### src/common/rcs_pkg.sv
// Constants and types shared by the redundant reference clock switch.
// Assumes a single core clock; all pin levels except the divider reset are sampled in that domain.
package rcs_pkg;

  // Differential output pair, complement always opposite the true leg
  typedef struct packed {
    logic pos;
    logic neg;
  } rcs_pair_type;

  // Active reference source, one-hot
  typedef enum logic [1:0] {
    RCS_SRC_ZERO = 2'b01,
    RCS_SRC_ONE = 2'b10
  } rcs_src_type;

  // Pin sampler slots
  localparam int IN_REF0 = 0;
  localparam int IN_REF1 = 1;
  localparam int IN_FB = 2;
  localparam int IN_SEL = 3;
  localparam int IN_OVR = 4;
  localparam int IN_PLLEN = 5;
  localparam int IN_CLR = 6;
  localparam int IN_COUNT = 7;

  // Reset levels follow the pin pulls: clear and loop enable pulled up
  localparam logic [IN_COUNT-1:0] SYNC_RST = 7'h60;

  // Feedback rising edges without a reference edge that mark a stuck input
  localparam logic [1:0] FB_EDGES_TO_FAIL = 2'h2;

  localparam int BASE_PAIRS = 2;
  localparam int DOUBLE_PAIRS = 3;
  localparam int PERIOD_W = 16;

  localparam rcs_pair_type PAIR_LOW = 2'h1;
  localparam rcs_src_type SRC_RST = RCS_SRC_ZERO;
  localparam logic FLAG_RST = 1'h0;

endpackage : rcs_pkg

### src/core/rcs_switch.sv
// Redundant reference clock switch: pin sampling, stuck-input monitor,
// automatic source switching, and regenerated base and double rate outputs.
// Assumes core_clk is far faster than the references so edges are resolved.
//
// Summary of operation
// - Watch both references; constant high or low for a full period means failed.
// - Judge each reference failure against rising edges of the feedback clock.
// - On failure latch that input's own fail flag high.
// - Failed active primary moves to the secondary if the secondary is good.
// - Fail flags are active high and stay high until the clear input.
// - Active source indicator is 0 for input zero, 1 for input one.
// - Flag-clear input low clears both fail flags.
// - Flag-clear low also returns active source to the source-select request.
// - Flag-clear acts once per assertion, not continuously while held low.
// - Source-select 0 requests input zero, 1 requests input one.
// - Auto-switch-disable high stops failures from moving the active source.
// - Loop-use enable low routes the selected reference around the loop to the double rate outputs.
// - Divider reset low clears output dividers and forces every clock output low.
// - Divider reset acts asynchronously, without waiting for a clock edge.
// - Two pairs at reference rate, three at double rate, phase aligned.
`timescale 1ns/100ps
`default_nettype none

module rcs_switch #(
  parameter int PERIOD_W = rcs_pkg::PERIOD_W
) (
  input wire logic core_clk,
  input wire logic sys_rst,
  input wire logic ref_input_zero,
  input wire logic ref_input_one,
  input wire logic feedback_clock_in,
  input wire logic source_select,
  input wire logic auto_switch_disable,
  input wire logic loop_enable,
  input wire logic flag_clear_n,
  input wire logic divider_reset_n,
  output var rcs_pkg::rcs_pair_type [rcs_pkg::BASE_PAIRS-1:0] base_rate_outputs,
  output var rcs_pkg::rcs_pair_type [rcs_pkg::DOUBLE_PAIRS-1:0] double_rate_outputs,
  output logic input_zero_fail_flag,
  output logic input_one_fail_flag,
  output logic active_source
);

  ////////////////////////////////////////////////////////////////////////////
  // Pin sampling: three stages, level accepted once stages two and three agree

  logic [rcs_pkg::IN_COUNT-1:0] pins;
  logic [rcs_pkg::IN_COUNT-1:0] s1;
  logic [rcs_pkg::IN_COUNT-1:0] s2;
  logic [rcs_pkg::IN_COUNT-1:0] s3;
  logic [rcs_pkg::IN_COUNT-1:0] filt;
  logic [rcs_pkg::IN_COUNT-1:0] filt_d;
  logic [rcs_pkg::IN_COUNT-1:0] next_filt;

  assign pins = {flag_clear_n, loop_enable, auto_switch_disable, source_select,
                 feedback_clock_in, ref_input_one, ref_input_zero};

  always_comb begin
    for (int i = 0; i < rcs_pkg::IN_COUNT; i++) begin
      next_filt[i] = (s2[i] == s3[i]) ? s3[i] : filt[i];
    end
  end

  always_ff @(posedge core_clk) begin
    if (sys_rst) begin
      s1 <= rcs_pkg::SYNC_RST;
      s2 <= rcs_pkg::SYNC_RST;
      s3 <= rcs_pkg::SYNC_RST;
      filt <= rcs_pkg::SYNC_RST;
      filt_d <= rcs_pkg::SYNC_RST;
    end else begin
      s1 <= pins;
      s2 <= s1;
      s3 <= s2;
      filt <= next_filt;
      filt_d <= filt;
    end
  end

  logic ref0_edge;
  logic ref1_edge;
  logic fb_rise;
  logic clr_pulse;
  logic req_one;

  assign ref0_edge = filt[rcs_pkg::IN_REF0] ^ filt_d[rcs_pkg::IN_REF0];
  assign ref1_edge = filt[rcs_pkg::IN_REF1] ^ filt_d[rcs_pkg::IN_REF1];
  assign fb_rise = filt[rcs_pkg::IN_FB] & ~filt_d[rcs_pkg::IN_FB];
  // Falling edge only, so a held-low clear acts once
  assign clr_pulse = ~filt[rcs_pkg::IN_CLR] & filt_d[rcs_pkg::IN_CLR];
  assign req_one = filt[rcs_pkg::IN_SEL];

  ////////////////////////////////////////////////////////////////////////////
  // Stuck-input monitor, fail flags and active source

  logic [1:0] fb_cnt0;
  logic [1:0] fb_cnt1;
  logic [1:0] next_fb_cnt0;
  logic [1:0] next_fb_cnt1;
  logic next_flag0;
  logic next_flag1;
  rcs_pkg::rcs_src_type src;
  rcs_pkg::rcs_src_type next_src;
  logic fail0;
  logic fail1;

  always_comb begin
    next_fb_cnt0 = fb_cnt0;
    next_fb_cnt1 = fb_cnt1;
    fail0 = 1'b0;
    fail1 = 1'b0;
    // Limitation: a stopped feedback clock hides a stuck reference
    if (ref0_edge) begin
      next_fb_cnt0 = 2'h0;
    end else if (fb_rise && fb_cnt0 != rcs_pkg::FB_EDGES_TO_FAIL) begin
      next_fb_cnt0 = fb_cnt0 + 2'h1;
      fail0 = (next_fb_cnt0 == rcs_pkg::FB_EDGES_TO_FAIL);
    end
    if (ref1_edge) begin
      next_fb_cnt1 = 2'h0;
    end else if (fb_rise && fb_cnt1 != rcs_pkg::FB_EDGES_TO_FAIL) begin
      next_fb_cnt1 = fb_cnt1 + 2'h1;
      fail1 = (next_fb_cnt1 == rcs_pkg::FB_EDGES_TO_FAIL);
    end
    // Set wins over a clear in the same cycle
    next_flag0 = fail0 | (input_zero_fail_flag & ~clr_pulse);
    next_flag1 = fail1 | (input_one_fail_flag & ~clr_pulse);
    next_src = src;
    if (filt[rcs_pkg::IN_OVR] || clr_pulse) begin
      next_src = req_one ? rcs_pkg::RCS_SRC_ONE : rcs_pkg::RCS_SRC_ZERO;
    end else begin
      case (src)
        rcs_pkg::RCS_SRC_ZERO: begin
          if (next_flag0 && !next_flag1) begin
            next_src = rcs_pkg::RCS_SRC_ONE;
          end
        end
        rcs_pkg::RCS_SRC_ONE: begin
          if (next_flag1 && !next_flag0) begin
            next_src = rcs_pkg::RCS_SRC_ZERO;
          end
        end
        default: begin
          next_src = rcs_pkg::SRC_RST;
        end
      endcase
    end
  end

  always_ff @(posedge core_clk) begin
    if (sys_rst) begin
      fb_cnt0 <= 2'h0;
      fb_cnt1 <= 2'h0;
      input_zero_fail_flag <= rcs_pkg::FLAG_RST;
      input_one_fail_flag <= rcs_pkg::FLAG_RST;
      src <= rcs_pkg::SRC_RST;
      active_source <= 1'h0;
    end else begin
      fb_cnt0 <= next_fb_cnt0;
      fb_cnt1 <= next_fb_cnt1;
      input_zero_fail_flag <= next_flag0;
      input_one_fail_flag <= next_flag1;
      src <= next_src;
      active_source <= (next_src == rcs_pkg::RCS_SRC_ONE);
    end
  end

  ////////////////////////////////////////////////////////////////////////////
  // Output dividers: base follows the chosen reference, double adds a mid toggle

  logic sel_lvl;
  logic sel_edge;
  logic [PERIOD_W-1:0] half_cnt;
  logic [PERIOD_W-1:0] half_len;
  logic mid_pending;
  logic dbl_lvl;
  logic [PERIOD_W-1:0] next_half_cnt;
  logic [PERIOD_W-1:0] next_half_len;
  logic next_mid_pending;
  logic next_dbl_lvl;
  logic base_lvl;
  logic next_base_lvl;
  logic [PERIOD_W-1:0] free_cnt;
  logic [PERIOD_W-1:0] next_free_cnt;
  rcs_pkg::rcs_pair_type [rcs_pkg::BASE_PAIRS-1:0] next_base;
  rcs_pkg::rcs_pair_type [rcs_pkg::DOUBLE_PAIRS-1:0] next_double;

  assign sel_lvl = (src == rcs_pkg::RCS_SRC_ONE) ? filt[rcs_pkg::IN_REF1] : filt[rcs_pkg::IN_REF0];
  assign sel_edge = (src == rcs_pkg::RCS_SRC_ONE) ? ref1_edge : ref0_edge;

  always_comb begin
    next_half_cnt = half_cnt;
    next_half_len = half_len;
    next_mid_pending = mid_pending;
    next_dbl_lvl = dbl_lvl;
    next_base_lvl = base_lvl;
    next_free_cnt = free_cnt;
    if (sel_edge) begin
      // Aligned with every reference edge, half period measured in core cycles
      next_half_len = half_cnt;
      next_half_cnt = {{(PERIOD_W-1){1'b0}}, 1'b1};
      next_free_cnt = {{(PERIOD_W-1){1'b0}}, 1'b1};
      next_base_lvl = sel_lvl;
      next_mid_pending = 1'b1;
      next_dbl_lvl = ~dbl_lvl;
    end else begin
      if (half_cnt != {PERIOD_W{1'b1}}) begin
        next_half_cnt = half_cnt + {{(PERIOD_W-1){1'b0}}, 1'b1};
      end
      if (free_cnt != {PERIOD_W{1'b1}}) begin
        next_free_cnt = free_cnt + {{(PERIOD_W-1){1'b0}}, 1'b1};
      end
      // Coast on the last period so feedback survives a stuck reference
      if (half_len != '0 && free_cnt > half_len) begin
        next_free_cnt = {{(PERIOD_W-1){1'b0}}, 1'b1};
        next_base_lvl = ~base_lvl;
        next_mid_pending = 1'b1;
        next_dbl_lvl = ~dbl_lvl;
      end else if (mid_pending && free_cnt == (half_len >> 1)) begin
        next_mid_pending = 1'b0;
        next_dbl_lvl = ~dbl_lvl;
      end
    end
    for (int i = 0; i < rcs_pkg::BASE_PAIRS; i++) begin
      next_base[i].pos = next_base_lvl;
      next_base[i].neg = ~next_base_lvl;
    end
    for (int i = 0; i < rcs_pkg::DOUBLE_PAIRS; i++) begin
      // Bypass passes the reference itself, no doubling
      next_double[i].pos = filt[rcs_pkg::IN_PLLEN] ? next_dbl_lvl : sel_lvl;
      next_double[i].neg = filt[rcs_pkg::IN_PLLEN] ? ~next_dbl_lvl : ~sel_lvl;
    end
  end

  always_ff @(posedge core_clk or negedge divider_reset_n) begin
    if (!divider_reset_n) begin
      half_cnt <= '0;
      half_len <= '0;
      mid_pending <= 1'b0;
      dbl_lvl <= 1'b0;
      base_lvl <= 1'b0;
      free_cnt <= '0;
      base_rate_outputs <= {rcs_pkg::BASE_PAIRS{rcs_pkg::PAIR_LOW}};
      double_rate_outputs <= {rcs_pkg::DOUBLE_PAIRS{rcs_pkg::PAIR_LOW}};
    end else if (sys_rst) begin
      half_cnt <= '0;
      half_len <= '0;
      mid_pending <= 1'b0;
      dbl_lvl <= 1'b0;
      base_lvl <= 1'b0;
      free_cnt <= '0;
      base_rate_outputs <= {rcs_pkg::BASE_PAIRS{rcs_pkg::PAIR_LOW}};
      double_rate_outputs <= {rcs_pkg::DOUBLE_PAIRS{rcs_pkg::PAIR_LOW}};
    end else begin
      half_cnt <= next_half_cnt;
      half_len <= next_half_len;
      mid_pending <= next_mid_pending;
      dbl_lvl <= next_dbl_lvl;
      base_lvl <= next_base_lvl;
      free_cnt <= next_free_cnt;
      base_rate_outputs <= next_base;
      double_rate_outputs <= next_double;
    end
  end

endmodule : rcs_switch

`default_nettype wire

### config.mk
export PLATFORM = sky130hd
export DESIGN_NAME = rcs_switch
export DESIGN_NICKNAME = d
export VERILOG_FILES = /design/src/common/rcs_pkg.sv /design/src/core/rcs_switch.sv
export SDC_FILE = /design/constraint.sdc
export NUM_CORES = 1
export LEC_CHECK = 0
export BUFFER_PORTS_ARGS = -buffer_cell sky130_fd_sc_hd__clkbuf_2
export CAP_MARGIN = 10
export CORE_MARGIN = 5
export CORE_UTILIZATION = 40
export DETAILED_ROUTE_END_ITERATION = 16
export SLEW_MARGIN = 20
export SYNTH_ARGS = -nofsm -noshare
export SYNTH_HDL_FRONTEND = slang
export SYNTH_SLANG_ARGS = --single-unit
### constraint.sdc
create_clock -name core_clk -period 2.9 [get_ports core_clk]
set_clock_uncertainty 0.15 [all_clocks]
set_input_delay 0 -clock core_clk [delete_from_list [all_inputs] [get_ports core_clk]]
set_output_delay 0 -clock core_clk [all_outputs]
set_load 0.01 [all_outputs]
Word-level counts from Yosys, hierarchy flattened
Index checks and enable logic that the tools add are counted.
- register bits: 105
- bits of input ports: 10
- word-level logic and storage cells: 122
- $add $sub $neg: 4
- order comparisons: 1
- equal/unequal tests: 17
- multiplexer cells: 35
- bitwise gates (word level): 16
- reductions and logical operators: 16
- operators with widths (operator ; count):
    16-bit two-way mux ; 9
    16-bit by 1-bit adder with 16-bit output, second input constant ; 2
    16-bit != test, second input constant ; 2
    1-bit two-way mux ; 19
    16-bit by 15-bit equality test with 1-bit output ; 1
    16-bit greater-than comparator ; 1
    16-bit nonzero test ; 1
    2-bit equality test, second input constant ; 4
    2-bit two-way mux ; 4
    1-bit NOT ; 8
    4-bit nonzero test ; 2
    1-bit equality test ; 7
    1-bit logical AND ; 6
    6-bit two-way mux ; 1
    2-bit by 1-bit adder with 2-bit output, second input constant ; 2
    1-bit AND ; 4
    4-bit two-way mux ; 1
    2-bit != test, second input constant ; 2
    2-bit case mux with 2 select lines ; 1
    2-bit OR reduction ; 2
    3-bit nonzero test ; 1
    2-bit by 1-bit equality test with 1-bit output, second input constant ; 1
    1-bit zero test ; 2
    1-bit bitwise OR ; 2
    other kinds (3) ; 4

Longest topological paths before layout
Gate-level depths: netlist of the first run.
- word-level depth: 12
- mapped depth: 10
- mapped depth without buffers: 8

Worst setup path after synthesis of the first run
Ideal clock, no wire load.
- path type: register to register
- start point: reg free_cnt[15]
- end point: reg free_cnt[9]
- data arrival time: 2.238 ns
- slack: 0.436 ns
- stages on the path, launching flop included: 10
- buffers on the path: 2
- clock period less this slack: 2.464 ns
- cell sequence: dfrtp_1 -> ha_1 -> nand4_2 -> or4_4 -> o21ai_2 -> a31oi_2 -> or2_1 -> buf_6 -> buf_6 -> a21oi_2
- word-level cells in the longest chain between the ends: 5
- elaborated cells on any way between the ends: 7
- those cells by class: order compare: 1; eq/ne: 1; mux: 3; reduce/logical: 2
- RTL lines (element ; line ; RTL):
    start, declared ; rcs_switch.sv:183 ; logic [PERIOD_W-1:0] free_cnt;
    start signal, assigned ; rcs_switch.sv:260 ; free_cnt <= next_free_cnt;
    16-bit greater-than comparator ; rcs_switch.sv:214 ; if (half_len != '0 && free_cnt > half_len) begin
    1-bit logical AND ; rcs_switch.sv:214 ;
    16-bit two-way mux ; rcs_switch.sv:214 ;
    16-bit two-way mux ; rcs_switch.sv:198 ; if (sel_edge) begin
    16-bit two-way mux ; rcs_switch.sv:245 ; end else if (sys_rst) begin
Parallel ways exist; a longest one is shown, timed or not.
A chain may end at the register's enable or synchronous reset.

Worst setup path in the final report of the first run
- start point: reg free_cnt[15]
- end point: reg double_rate_outputs[0] (netlist name)
- word-level cells in the longest chain between the ends: 8
- elaborated cells on any way between the ends: 10
- those cells by class: order compare: 1; eq/ne: 1; mux: 5; bitwise: 1; reduce/logical: 2
- RTL lines (element ; line ; RTL):
    branches (longest 3 deep; another with 16-bit greater-than comparator) ; - ;
    1-bit two-way mux * ; rcs_switch.sv:214 ;
    1-bit two-way mux * ; rcs_switch.sv:198 ;
    1-bit NOT * ; rcs_switch.sv:231 ; next_double[i].neg = filt[rcs_pkg::IN_PLLEN] ? ~next_dbl_lvl : ~sel_lvl;
    1-bit two-way mux * ; rcs_switch.sv:231 ;
    6-bit two-way mux * ; rcs_switch.sv:245 ;
    end signal, assigned ; rcs_switch.sv:244 ; double_rate_outputs <= {rcs_pkg::DOUBLE_PAIRS{rcs_pkg::PAIR_LOW}};
    end signal, assigned ; rcs_switch.sv:253 ; double_rate_outputs <= {rcs_pkg::DOUBLE_PAIRS{rcs_pkg::PAIR_LOW}};
    end signal, assigned ; rcs_switch.sv:262 ; double_rate_outputs <= next_double;
    end, declared ; rcs_switch.sv:38 ; output var rcs_pkg::rcs_pair_type [rcs_pkg::DOUBLE_PAIRS-1:0] double_rate_outputs,
Mark *: on every way between the ends.

==> impl_table.tex, run 1 <==
\begin{tabular}{lr}
\hline
Metric & Value \\
\hline
\multicolumn{2}{l}{\textbf{Status}} \\
Status & finished, final reports clean \\
\multicolumn{2}{l}{\textbf{Final layout}} \\
Synth-to-layout area growth & 14.5\% \\
Area occupied by multi-input gates & 2280 um2 \\
Final standard cell area without fillers & 5360 um2 \\
Most used cells in the layout excluding fill and tap cells & sky130\_fd\_sc\_hd\_\_nand2\_1 (64), sky130\_fd\_sc\_hd\_\_dfrtp\_1 (52), sky130\_fd\_sc\_hd\_\_a21oi\_1 (42) \\
Fraction of final layout cells sized beyond drive strength 1 & 0.139 \\
Final core utilization & 0.467 \\
Total number of nets in the final design & 574 \\
Commonest non-fill, non-tap cell in the layout & sky130\_fd\_sc\_hd\_\_nand2\_1 \\
Number of antenna repair diodes & 0 \\
Storage cell area & 2170 um2 \\
Fill cell count & $\sim$1100 \\
\multicolumn{2}{l}{\textbf{Timing}} \\
Highest attainable clock frequency & roughly 370 MHz \\
Unrepaired setup endpoints after global routing & no \\
Number of endpoints failing setup at the final stage & 0 \\
Relative slew slack & 0.633 \\
Final worst hold slack & about 0.034 ns \\
Final Slew Violations & 0 \\
TNS Setup & 0 ns \\
Final worst path period share & 0.925 \\
Measured slew at the worst slew-check pin & around 0.54 ns \\
Time the worst path needs with I/O delays and setup & 2.68 ns \\
Hold Vio Cnt, Final & 0 \\
\multicolumn{2}{l}{\textbf{Global route}} \\
Global-route wire length before repair & between 15 and 20 mm \\
Number of global-route vias before repair & 3542 \\
Number of antenna violations at the first check in global routing & 0 \\
Largest net degree at the start of global routing & 37 \\
GRT Total Usage & 0.147 \\
Gr ovfl total & 0 \\
\multicolumn{2}{l}{\textbf{Worst setup path}} \\
Cell class contributing the biggest share of worst-path delay & simple AND/OR/NAND/NOR gates \\
Slowest Stage Delay on Critical Path & approximately 0.58 ns \\
Element type at the critical path start & register \\
Worst setup path category & register to register \\
Launch point of the worst reg-to-reg path & free\_cnt[15] \\
Critical path launch point & free\_cnt[15] \\
Biggest fanout along the worst timing path & 6 \\
Element type at the critical path end & register \\
Arrival @ worst endpoint & between 2 and 3 ns \\
Critical path, cell by cell & ha\_1 -> nand4\_2 -> or4\_4 -> a21o\_1 -> a32oi\_1 -> mux2i\_1 -> and2\_1 \\
Slowest-stage cell, CP & sky130\_fd\_sc\_hd\_\_or4\_4 \\
Data required, critical path & 3.04 ns \\
Count of buffer and inverter cells on the critical path & 0 \\
\multicolumn{2}{l}{\textbf{Routing}} \\
Detailed-routing iteration count for the pre-antenna-repair pass & 4 \\
ANT nets after route & 0 \\
Total wire length & 9.67 mm \\
Starting DRT DRC Count & 222 \\
Via count & approximately 3500 \\
Residual DRC & 0 \\
Ratio of routed vias to standard cells & 5.11 \\
Wire per inst & 14.0 um \\
\multicolumn{2}{l}{\textbf{Synthesis}} \\
Top FF cell, synth & sky130\_fd\_sc\_hd\_\_dfrtp\_1 \\
Share of synthesized cell area in and, or, nand and nor gates & 0.226 \\
Yosys Warn Count & 0 \\
Syn Std Cell Area & 4680 um2 \\
Share of flip-flops with an asynchronous set or reset & 0.568 \\
Post-synthesis compound-gate area fraction & 0.103 \\
\#FFs+latches synth & 95 \\
Seq/Total Area, Yosys & 0.465 \\
Main combinational cell family by area after synthesis & simple AND/OR/NAND/NOR gates \\
Post-synthesis net count & 536 \\
Post-Synth Adder-Cell Area & 0.0642 \\
Post-synthesis xor/xnor area fraction & 0.0824 \\
Mux contribution to synthesized area & 0.0115 \\
Average footprint of a synthesized cell & roughly 9.3 um2 \\
EDFF count, synth & 0 \\
Post-synthesis cell type count & between 50 and 60 \\
Cells after synthesis & 502 \\
\multicolumn{2}{l}{\textbf{Job}} \\
Max-Cap Viols & 0 \\
\multicolumn{2}{l}{\textbf{Clock network}} \\
Buffers inserted during post-CTS setup optimization & 0 \\
Clock tree from TritonCTS & built \\
Clk pin slew, worst setup/hold paths & $\sim$0.07 ns \\
Post-cts sizing count & 0 \\
\# clock sinks & 95 \\
TritonCTS buffer count & 9 \\
CTS HTree Levels & 3 \\
CTS max path bufs & 2 \\
Later-pin clock latency in the skew report & 0.34 ns \\
Library cell used as clock root buffer & sky130\_fd\_sc\_hd\_\_clkbuf\_16 \\
\multicolumn{2}{l}{\textbf{Place}} \\
Post-placement cell area & a little under 5000 um2 \\
Final estimated routing congestion in global placement & $\sim$0.8 \\
Count of buffers inserted at the top-level ports & 22 \\
Sum of net half-perimeters after detailed placement & 7.16 mm \\
\multicolumn{2}{l}{\textbf{Power}} \\
Peak supply drop & 0.000426 V \\
Clock power share & 0.433 \\
Pleak & 2.17 nW \\
Switching portion of total power & 0.241 \\
Fraction of power consumed by combinational cells & 0.051 \\
Post-route total power & 0.00263 W \\
Sw power & 0.000634 W \\
Int Pwr & 0.00199 W \\
Seq pwr share & 0.516 \\
P per Cell Area & 490 nW/um2 \\
\multicolumn{2}{l}{\textbf{Hold path}} \\
Class of the tightest hold or removal check & input port to register \\
Origin of the worst min-delay path & sys\_rst \\
\multicolumn{2}{l}{\textbf{Floorplan}} \\
DIE AREA & approximately 14000 um2 \\
Starting density of the core & 0.408 \\
Die X & 118 um \\
Area inside the core boundary & around 11000 um2 \\
Vert. Die Dim & 118 um \\
IO Pins & 23 \\
Row count & 39 \\
\hline
\end{tabular}
==> layout make-up <==
type                       count  area share
tap                          143      0.0334
clock inverter                 7      0.0112
inverter                      26      0.0182
timing repair buffer          50      0.0644
multi-input combinational    358       0.425
clock buffer                   9      0.0420
sequential                    95       0.406
==> final timing paths <==
kind,to,slack [ns],cells past startpoint
worst max-delay path,double_rate_outputs[0],0.22,7
worst min-delay path,free_cnt[0],0.03,2
worst max register to register,double_rate_outputs[0],0.22,7
worst min register to register,s2[5],0.26,1
max in group asynchronous,free_cnt[14],1.06,4
min in group asynchronous,free_cnt[12],0.46,3
==> state kept, by name (all words and copies together), names as in the netlist <==
| name | count |
|---|---|
| active_source | 1 |
| base_rate_outputs | 1 |
| s2 | 7 |
| half_cnt | 16 |
| filt_d | 4 |
| input_zero_fail_flag | 1 |
| fb_cnt0 | 2 |
| free_cnt | 16 |
| s3 | 7 |
| input_one_fail_flag | 1 |
| base_lvl | 1 |
| half_len | 16 |
| dbl_lvl | 1 |
| src | 2 |
| mid_pending | 1 |
| fb_cnt1 | 2 |
| double_rate_outputs | 2 |
| filt | 7 |
| s1 | 7 |
==> power by group through the flow <==
stage	registers (W)	clock network, W	logic (W)
floorplan	0.00138	0	0.0000805
finish	0.00136	0.00114	0.000135
CTS	0.00136	0.00118	0.000137
global placement	0.00138	0	0.000121
detailed placement	0.00138	0	0.000125
global route	0.00136	0.00123	0.000155
==> routing by layer <==
| metal | up-vias | track usage | share of wire |
|---|---|---|---|
| li1 | 1779 | - | - |
| met1 | 1670 | 0.189 | 0.47 |
| met2 | 53 | 0.231 | 0.47 |
| met3 | 15 | 0.0392 | 0.029 |
| met4 | 0 | 0.0652 | 0.030 |
| met5 | - | 0 | 0 |
==> metrics by stage <==
| step | setup WS [ns] | cells |
|---|---|---|
| after global routing | 0.0661 | 688 |
| after global placement | 0.319 | 662 |
| after detailed placement | 0.236 | 662 |
| final | 0.217 | 688 |
| after floorplan | 0.436 | 502 |
| after CTS | 0.213 | 688 |
==> synthesized netlist by cell type, drive strengths merged (7+ instances only) <==
library cell   n  share of area
clkbuf        12         0.0096
buf           11          0.018
nor2b         23          0.031
a21oi         43          0.047
nand3         11          0.012
or2           10          0.013
o21ai         16          0.018
nor2          34          0.027
ha            24          0.064
nand2         64          0.051
xnor2         32          0.060
inv           26          0.021
nor3          13          0.014
dfrtp         52           0.28
nor3b          7          0.012
dfxtp         41           0.18
nand4         13          0.019
xor2          12          0.022
nor4          10          0.017
==> kinds of logic (layout without fill, tap and decap cells) <==
family	after synthesis	after routing
simple gates	205	205
flops	95	95
compound gates	80	80
buf+inv	49	92
xor+xnor	44	44
fa+ha+maj	24	24
mux	5	5
==> timing repair <==
item	CTS	global route
setup endpoints to repair	0	0
hold endpoints to repair	25	0
hold buffers	10	0
==> worst reg2reg max path: stages (launching register included) <==
cell                      delay, ns
sky130_fd_sc_hd__dfrtp_1       0.44
sky130_fd_sc_hd__ha_1          0.36
sky130_fd_sc_hd__nand4_2       0.17
sky130_fd_sc_hd__or4_4         0.58
sky130_fd_sc_hd__a21o_1        0.20
sky130_fd_sc_hd__a32oi_1       0.33
sky130_fd_sc_hd__mux2i_1       0.26
sky130_fd_sc_hd__and2_1        0.15
(Power assumes the default switching activity.)
==> inputs of run 2 (changes only) <==
--- a/config.mk
+++ b/config.mk
@@ -5,11 +5,12 @@
 export SDC_FILE = /design/constraint.sdc
 export NUM_CORES = 1
 export LEC_CHECK = 0
-export BUFFER_PORTS_ARGS = -buffer_cell sky130_fd_sc_hd__clkbuf_2
 export CAP_MARGIN = 10
 export CORE_MARGIN = 5
 export CORE_UTILIZATION = 40
 export DETAILED_ROUTE_END_ITERATION = 16
+export DONT_BUFFER_PORTS = 1
+export GPL_TIMING_DRIVEN = 0
 export SLEW_MARGIN = 20
 export SYNTH_ARGS = -nofsm -noshare
 export SYNTH_HDL_FRONTEND = slang
==> constraint.sdc (replaced) <==
create_clock -name core_clk -period 2.58 [get_ports core_clk]
set_clock_uncertainty 0.15 [all_clocks]
set_input_delay 0 -clock core_clk [delete_from_list [all_inputs] [get_ports core_clk]]
set_output_delay 0 -clock core_clk [all_outputs]
set_load 0.01 [all_outputs]
==> impl_table.tex, run 2 (synthesis gave the netlist of run 1 again) <==
\begin{tabular}{lr}
\hline
Metric & Value \\
\hline
\multicolumn{2}{l}{\textbf{Clock network}} \\
TritonCTS buffer count & 9 \\
Clock tree from TritonCTS & built \\
CTS max path bufs & 2 \\
\# clock sinks & 95 \\
Later-pin clock latency in the skew report & 0.34 ns \\
Library cell used as clock root buffer & sky130\_fd\_sc\_hd\_\_clkbuf\_16 \\
CTS HTree Levels & 3 \\
Clk pin slew, worst setup/hold paths & 0.06 ns \\
\multicolumn{2}{l}{\textbf{Routing}} \\
Residual DRC & 0 \\
ANT nets after route & 0 \\
Via count & 3591 \\
Starting DRT DRC Count & 240 \\
Total wire length & 10.4 mm \\
Wire per inst & roughly 15 um \\
Detailed-routing iteration count for the pre-antenna-repair pass & 4 \\
Ratio of routed vias to standard cells & just over 5 \\
\multicolumn{2}{l}{\textbf{Place}} \\
Sum of net half-perimeters after detailed placement & 7.18 mm \\
Count of buffers inserted at the top-level ports & 0 \\
Worst slack at placement & -0.183 ns \\
Total placed cells including tap cells & approximately 650 \\
Final estimated routing congestion in global placement & 0.858 \\
\multicolumn{2}{l}{\textbf{Power}} \\
Pleak & 2.22 nW \\
Peak supply drop & about 0.00047 V \\
P per Cell Area & 548 nW/um2 \\
\multicolumn{2}{l}{\textbf{Worst setup path}} \\
Count of buffer and inverter cells on the critical path & 2 \\
Arrival @ worst endpoint & approximately 2.6 ns \\
Cell seen most often among critical-path stages & sky130\_fd\_sc\_hd\_\_buf\_6 \\
Element type at the critical path start & register \\
Slowest-stage cell, CP & sky130\_fd\_sc\_hd\_\_or4\_4 \\
Critical path, cell by cell & ha\_4 -> nand2\_1 -> or4\_4 -> a21o\_1 -> a31oi\_4 -> or2\_1 -> buf\_6 -> buf\_6 -> nor2\_1 \\
Biggest fanout along the worst timing path & 10 \\
Element type at the critical path end & register \\
Data required, critical path & 2.66 ns \\
Cell class contributing the biggest share of worst-path delay & simple AND/OR/NAND/NOR gates \\
Worst setup path category & register to register \\
Slowest Stage Delay on Critical Path & 0.56 ns \\
\multicolumn{2}{l}{\textbf{Final layout}} \\
Total number of nets in the final design & 581 \\
Commonest non-fill, non-tap cell in the layout & sky130\_fd\_sc\_hd\_\_nand2\_1 \\
Fraction of final layout cells sized beyond drive strength 1 & 0.168 \\
Number of antenna repair diodes & 0 \\
Most used cells in the layout excluding fill and tap cells & sky130\_fd\_sc\_hd\_\_nand2\_1 (63), sky130\_fd\_sc\_hd\_\_dfrtp\_1 (43), sky130\_fd\_sc\_hd\_\_a21oi\_1 (42) \\
Registers with the most flip-flops & free\_cnt (16), half\_cnt (16), half\_len (16) \\
Non-filler cells, final & 695 \\
Synth-to-layout area growth & 19.8\% \\
\multicolumn{2}{l}{\textbf{Timing}} \\
Time the worst path needs with I/O delays and setup & between 2 and 2.5 ns \\
Number of endpoints failing setup at the final stage & 0 \\
Measured slew at the worst slew-check pin & 0.951 ns \\
Final worst hold slack & 0.0310 ns \\
Unrepaired setup endpoints after global routing & yes \\
Minimum setup slack in the final design & 0.0892 ns \\
Relative slew slack & 0.360 \\
Highest attainable clock frequency & 401 MHz \\
Hold Vio Cnt, Final & 0 \\
TNS Setup & 0 ns \\
Final worst path period share & 0.965 \\
Final Slew Violations & 0 \\
\multicolumn{2}{l}{\textbf{Floorplan}} \\
Row count & 39 \\
Die X & 118 um \\
DIE AREA & 14000 um2 \\
Vert. Die Dim & 118 um \\
IO Pins & 23 \\
Starting density of the core & 0.408 \\
Area inside the core boundary & 11500 um2 \\
\multicolumn{2}{l}{\textbf{Job}} \\
Max-Cap Viols & 0 \\
\multicolumn{2}{l}{\textbf{Global route}} \\
Number of antenna violations at the first check in global routing & 0 \\
Gr ovfl total & 0 \\
Global-route wire length before repair & 17.1 mm \\
Largest net degree at the start of global routing & 55 \\
Number of global-route vias before repair & approximately 3500 \\
GRT Total Usage & 0.147 \\
\multicolumn{2}{l}{\textbf{Hold path}} \\
Class of the tightest hold or removal check & input port to async pin \\
\multicolumn{2}{l}{\textbf{Status}} \\
Status & finished, final reports clean \\
\hline
\end{tabular}
-- run 2: stage by stage --
step	area [um2]	util	total power, W
3_5_place_dp	4860	0.424	0.00167
2_1_floorplan	4680	-	0.00164
6_report	5610	0.489	0.00307
5_1_grt	5610	0.489	0.00319
3_3_place_gp	4860	0.424	0.00167
4_1_cts	5380	0.469	0.00310
-- run 2: worst paths after layout --
kind | startpoint | end | slack (ns) | depth (start not counted)
min in group core_clk | sys_rst | fb_cnt1[1] | 0.12 | 2
max | free_cnt[9] | free_cnt[4] | 0.09 | 9
max in group asynchronous | divider_reset_n | base_rate_outputs[0] | 1.96 | 2
min reg2reg | s1[6] | s2[6] | 0.26 | 1
max reg2reg | free_cnt[9] | free_cnt[4] | 0.09 | 9
min | divider_reset_n | free_cnt[15] | 0.03 | 2
-- run 2: final cells by class --
| type | instances | area [um2] |
|---|---|---|
| flip-flops and latches | 95 | 2190 |
| clock inverters | 5 | 62.6 |
| multi-input cells | 358 | 2390 |
| clock buffers | 11 | 254 |
| repair buffers | 36 | 313 |
| well taps | 143 | 179 |
| fillers | 1050 | 5860 |
| plain buffers | 21 | 121 |
| inverters | 26 | 97.6 |
-- run 2: what timing repair did --
action | 4_1_cts | 5_1_grt
cloned | 0 | 0
endpoints found under the hold margin | 74 | 0
hold buffers | 10 | 0
resized for setup | 8 | 17
pin swaps | 3 | 8
setup endpoints to repair | 28 | 19
buffers inserted | 7 | 19
-- run 2: power breakdown --
part           internal [W]  total (W)  switching [W]
Clock              0.000818    0.00139       0.000574
Combinational     0.0000626   0.000152      0.0000892
Sequential          0.00150    0.00153      0.0000221
-- run 2: metal layers --
layer  part of all wire  vias up  GRT usage
met2               0.49       45      0.238
met5                  0        -          0
met4              0.016        0     0.0502
li1                   -     1806          -
met3              0.027       13     0.0258
met1               0.47     1727      0.197
==> inputs of run 3 (changes only) <==
--- a/config.mk
+++ b/config.mk
@@ -5,12 +5,14 @@
 export SDC_FILE = /design/constraint.sdc
 export NUM_CORES = 1
 export LEC_CHECK = 0
+export BUFFER_PORTS_ARGS = -buffer_cell sky130_fd_sc_hd__clkbuf_2
 export CAP_MARGIN = 10
 export CORE_MARGIN = 5
 export CORE_UTILIZATION = 40
 export DETAILED_ROUTE_END_ITERATION = 16
-export DONT_BUFFER_PORTS = 1
 export GPL_TIMING_DRIVEN = 0
+export MAX_ROUTING_LAYER = met4
+export PLACE_DENSITY_LB_ADDON = 0.12
 export SLEW_MARGIN = 20
 export SYNTH_ARGS = -nofsm -noshare
 export SYNTH_HDL_FRONTEND = slang
==> impl_table.tex, run 3 (synthesis gave the netlist of run 1 again) <==
\begin{tabular}{lr}
\hline
Metric & Value \\
\hline
\multicolumn{2}{l}{\textbf{Worst setup path}} \\
Slowest-stage cell, CP & sky130\_fd\_sc\_hd\_\_or4\_4 \\
Element type at the critical path end & register \\
Critical path, cell by cell & ha\_1 -> nand2\_2 -> or4\_4 -> a21o\_1 -> a31oi\_4 -> or2\_1 -> buf\_6 -> clkbuf\_16 -> nor2\_2 \\
Depth of the most critical reg-to-reg path & 9 \\
Element type at the critical path start & register \\
Worst reg-to-reg setup slack & about 0.047 ns \\
Launch point of the worst reg-to-reg path & free\_cnt[8] \\
Cell class contributing the biggest share of worst-path delay & simple AND/OR/NAND/NOR gates \\
Slowest Stage Delay on Critical Path & 0.56 ns \\
Worst reg2reg endpoint & free\_cnt[3] \\
Count of buffer and inverter cells on the critical path & 2 \\
Biggest fanout along the worst timing path & 7 \\
Arrival @ worst endpoint & 2.62 ns \\
Worst setup path category & register to register \\
Data required, critical path & 2.67 ns \\
\multicolumn{2}{l}{\textbf{Final layout}} \\
Fraction of final layout cells sized beyond drive strength 1 & 0.211 \\
Most used cells in the layout excluding fill and tap cells & sky130\_fd\_sc\_hd\_\_nand2\_1 (62), sky130\_fd\_sc\_hd\_\_a21oi\_1 (42), sky130\_fd\_sc\_hd\_\_dfrtp\_1 (42) \\
Fill cell count & 1084 \\
Final core utilization & 0.504 \\
Registers with the most flip-flops & free\_cnt (16), half\_cnt (16), half\_len (16) \\
Synth-to-layout area growth & 23.5\% \\
Commonest non-fill, non-tap cell in the layout & sky130\_fd\_sc\_hd\_\_nand2\_1 \\
Total number of nets in the final design & 611 \\
Number of antenna repair diodes & 0 \\
\multicolumn{2}{l}{\textbf{Place}} \\
Final estimated routing congestion in global placement & 0.798 \\
Sum of net half-perimeters after detailed placement & 7.28 mm \\
Worst slack at placement & -0.193 ns \\
Count of buffers inserted at the top-level ports & 22 \\
\multicolumn{2}{l}{\textbf{Timing}} \\
TNS Setup & 0 ns \\
Time the worst path needs with I/O delays and setup & 2.53 ns \\
Hold Vio Cnt, Final & 0 \\
Number of endpoints failing setup at the final stage & 0 \\
Final worst path period share & 0.982 \\
Final Slew Violations & 0 \\
Minimum setup slack in the final design & between 0.04 and 0.05 ns \\
Relative slew slack & 0.476 \\
Highest attainable clock frequency & 395 MHz \\
Measured slew at the worst slew-check pin & between 0.7 and 0.8 ns \\
\multicolumn{2}{l}{\textbf{Clock network}} \\
Clock tree from TritonCTS & built \\
CTS max path bufs & 2 \\
\# clock sinks & between 90 and 100 \\
Library cell used as clock root buffer & sky130\_fd\_sc\_hd\_\_clkbuf\_16 \\
Clk pin slew, worst setup/hold paths & 0.07 ns \\
CTS HTree Levels & 3 \\
Later-pin clock latency in the skew report & 0.35 ns \\
TritonCTS buffer count & 9 \\
\multicolumn{2}{l}{\textbf{Floorplan}} \\
Die X & 118 um \\
DIE AREA & 14000 um2 \\
Row count & 39 \\
IO Pins & 23 \\
Starting density of the core & 0.408 \\
Vert. Die Dim & 118 um \\
Area inside the core boundary & 11500 um2 \\
\multicolumn{2}{l}{\textbf{Power}} \\
Pleak & between 2 and 2.5 nW \\
P per Cell Area & 520 nW/um2 \\
Post-route total power & 0.00301 W \\
Peak supply drop & approximately 0.00038 V \\
\multicolumn{2}{l}{\textbf{Routing}} \\
Via count & 3673 \\
Ratio of routed vias to standard cells & 5.07 \\
Detailed-routing iteration count for the pre-antenna-repair pass & 4 \\
ANT nets after route & 0 \\
Residual DRC & 0 \\
Starting DRT DRC Count & between 150 and 200 \\
Wire per inst & 14.7 um \\
Total wire length & 10.7 mm \\
\multicolumn{2}{l}{\textbf{Global route}} \\
Largest net degree at the start of global routing & 55 \\
GRT Total Usage & 0.158 \\
Number of antenna violations at the first check in global routing & 0 \\
Global-route wire length before repair & 17.7 mm \\
Number of global-route vias before repair & 3677 \\
Gr ovfl total & 0 \\
\multicolumn{2}{l}{\textbf{Job}} \\
Max-Cap Viols & 0 \\
\multicolumn{2}{l}{\textbf{Status}} \\
Status & finished, final reports clean \\
\multicolumn{2}{l}{\textbf{Hold path}} \\
Class of the tightest hold or removal check & input port to async pin \\
\hline
\end{tabular}
run 3: cell types whose count changed in the layout (fill, tap and decap cells not counted), moves of 2 or more:
cell                       change
sky130_fd_sc_hd__inv_1         +3
sky130_fd_sc_hd__inv_8         +2
sky130_fd_sc_hd__buf_4         +8
sky130_fd_sc_hd__inv_6         +2
sky130_fd_sc_hd__clkbuf_2     +21
sky130_fd_sc_hd__inv_2         -3
run 3: worst max path at each step:
stage	to	slack, ns	startpoint	cells after the start
2_1_floorplan	free_cnt[9]	0.12	free_cnt[15]	9
3_3_place_gp	double_rate_outputs[0]	-0.18	free_cnt[15]	7
3_5_place_dp	double_rate_outputs[0]	-0.19	free_cnt[14]	7
4_1_cts	free_cnt[1]	0.002	half_len[5]	10
5_1_grt	free_cnt[11]	-0.02	free_cnt[6]	9
6_report	free_cnt[3]	0.05	free_cnt[8]	9
run 3: timing repair:
action	CTS	global route
setup buffers	11	23
endpoints found under the hold margin	60	0
gates cloned	0	1
pin swaps	1	8
endpoints found under the setup margin	28	26
gates resized for setup	11	15
hold buffers	9	0
run 3: area by class of cell:
| type | instances | area (um2) | area share |
|---|---|---|---|
| multi-input combinational | 358 | 2410 | 0.417 |
| sequential | 95 | 2190 | 0.379 |
| timing repair buffer | 66 | 483 | 0.0836 |
| clock buffer | 9 | 225 | 0.0390 |
| tap | 143 | 179 | 0.0310 |
| buffer | 21 | 125 | 0.0217 |
| inverter | 26 | 97.6 | 0.0169 |
| clock inverter | 7 | 73.8 | 0.0128 |
run 3: through the flow:
stage / hold WS [ns] / cell area, um2 / cells
after detailed placement: -0.00518 / 4970 / 667
after global placement: 0.0325 / 4970 / 667
after CTS: 0.156 / 5480 / 702
after floorplan: -0.446 / 4680 / 502
final: 0.125 / 5780 / 725
after global routing: 0.217 / 5780 / 725
run 3: per-layer routing:
layer  track usage  part of all wire  wire, um
met1         0.212              0.49      5240
met2         0.238              0.46      4950
met3        0.0368             0.027       291
met4        0.0466             0.020       213
met5             -                 0         0
run 3: power breakdown:
part	internal [W]	switching, W
clock network	0.000688	0.000632
registers	0.00150	0.0000211
logic	0.0000704	0.0000920
total	0.00226	0.000746
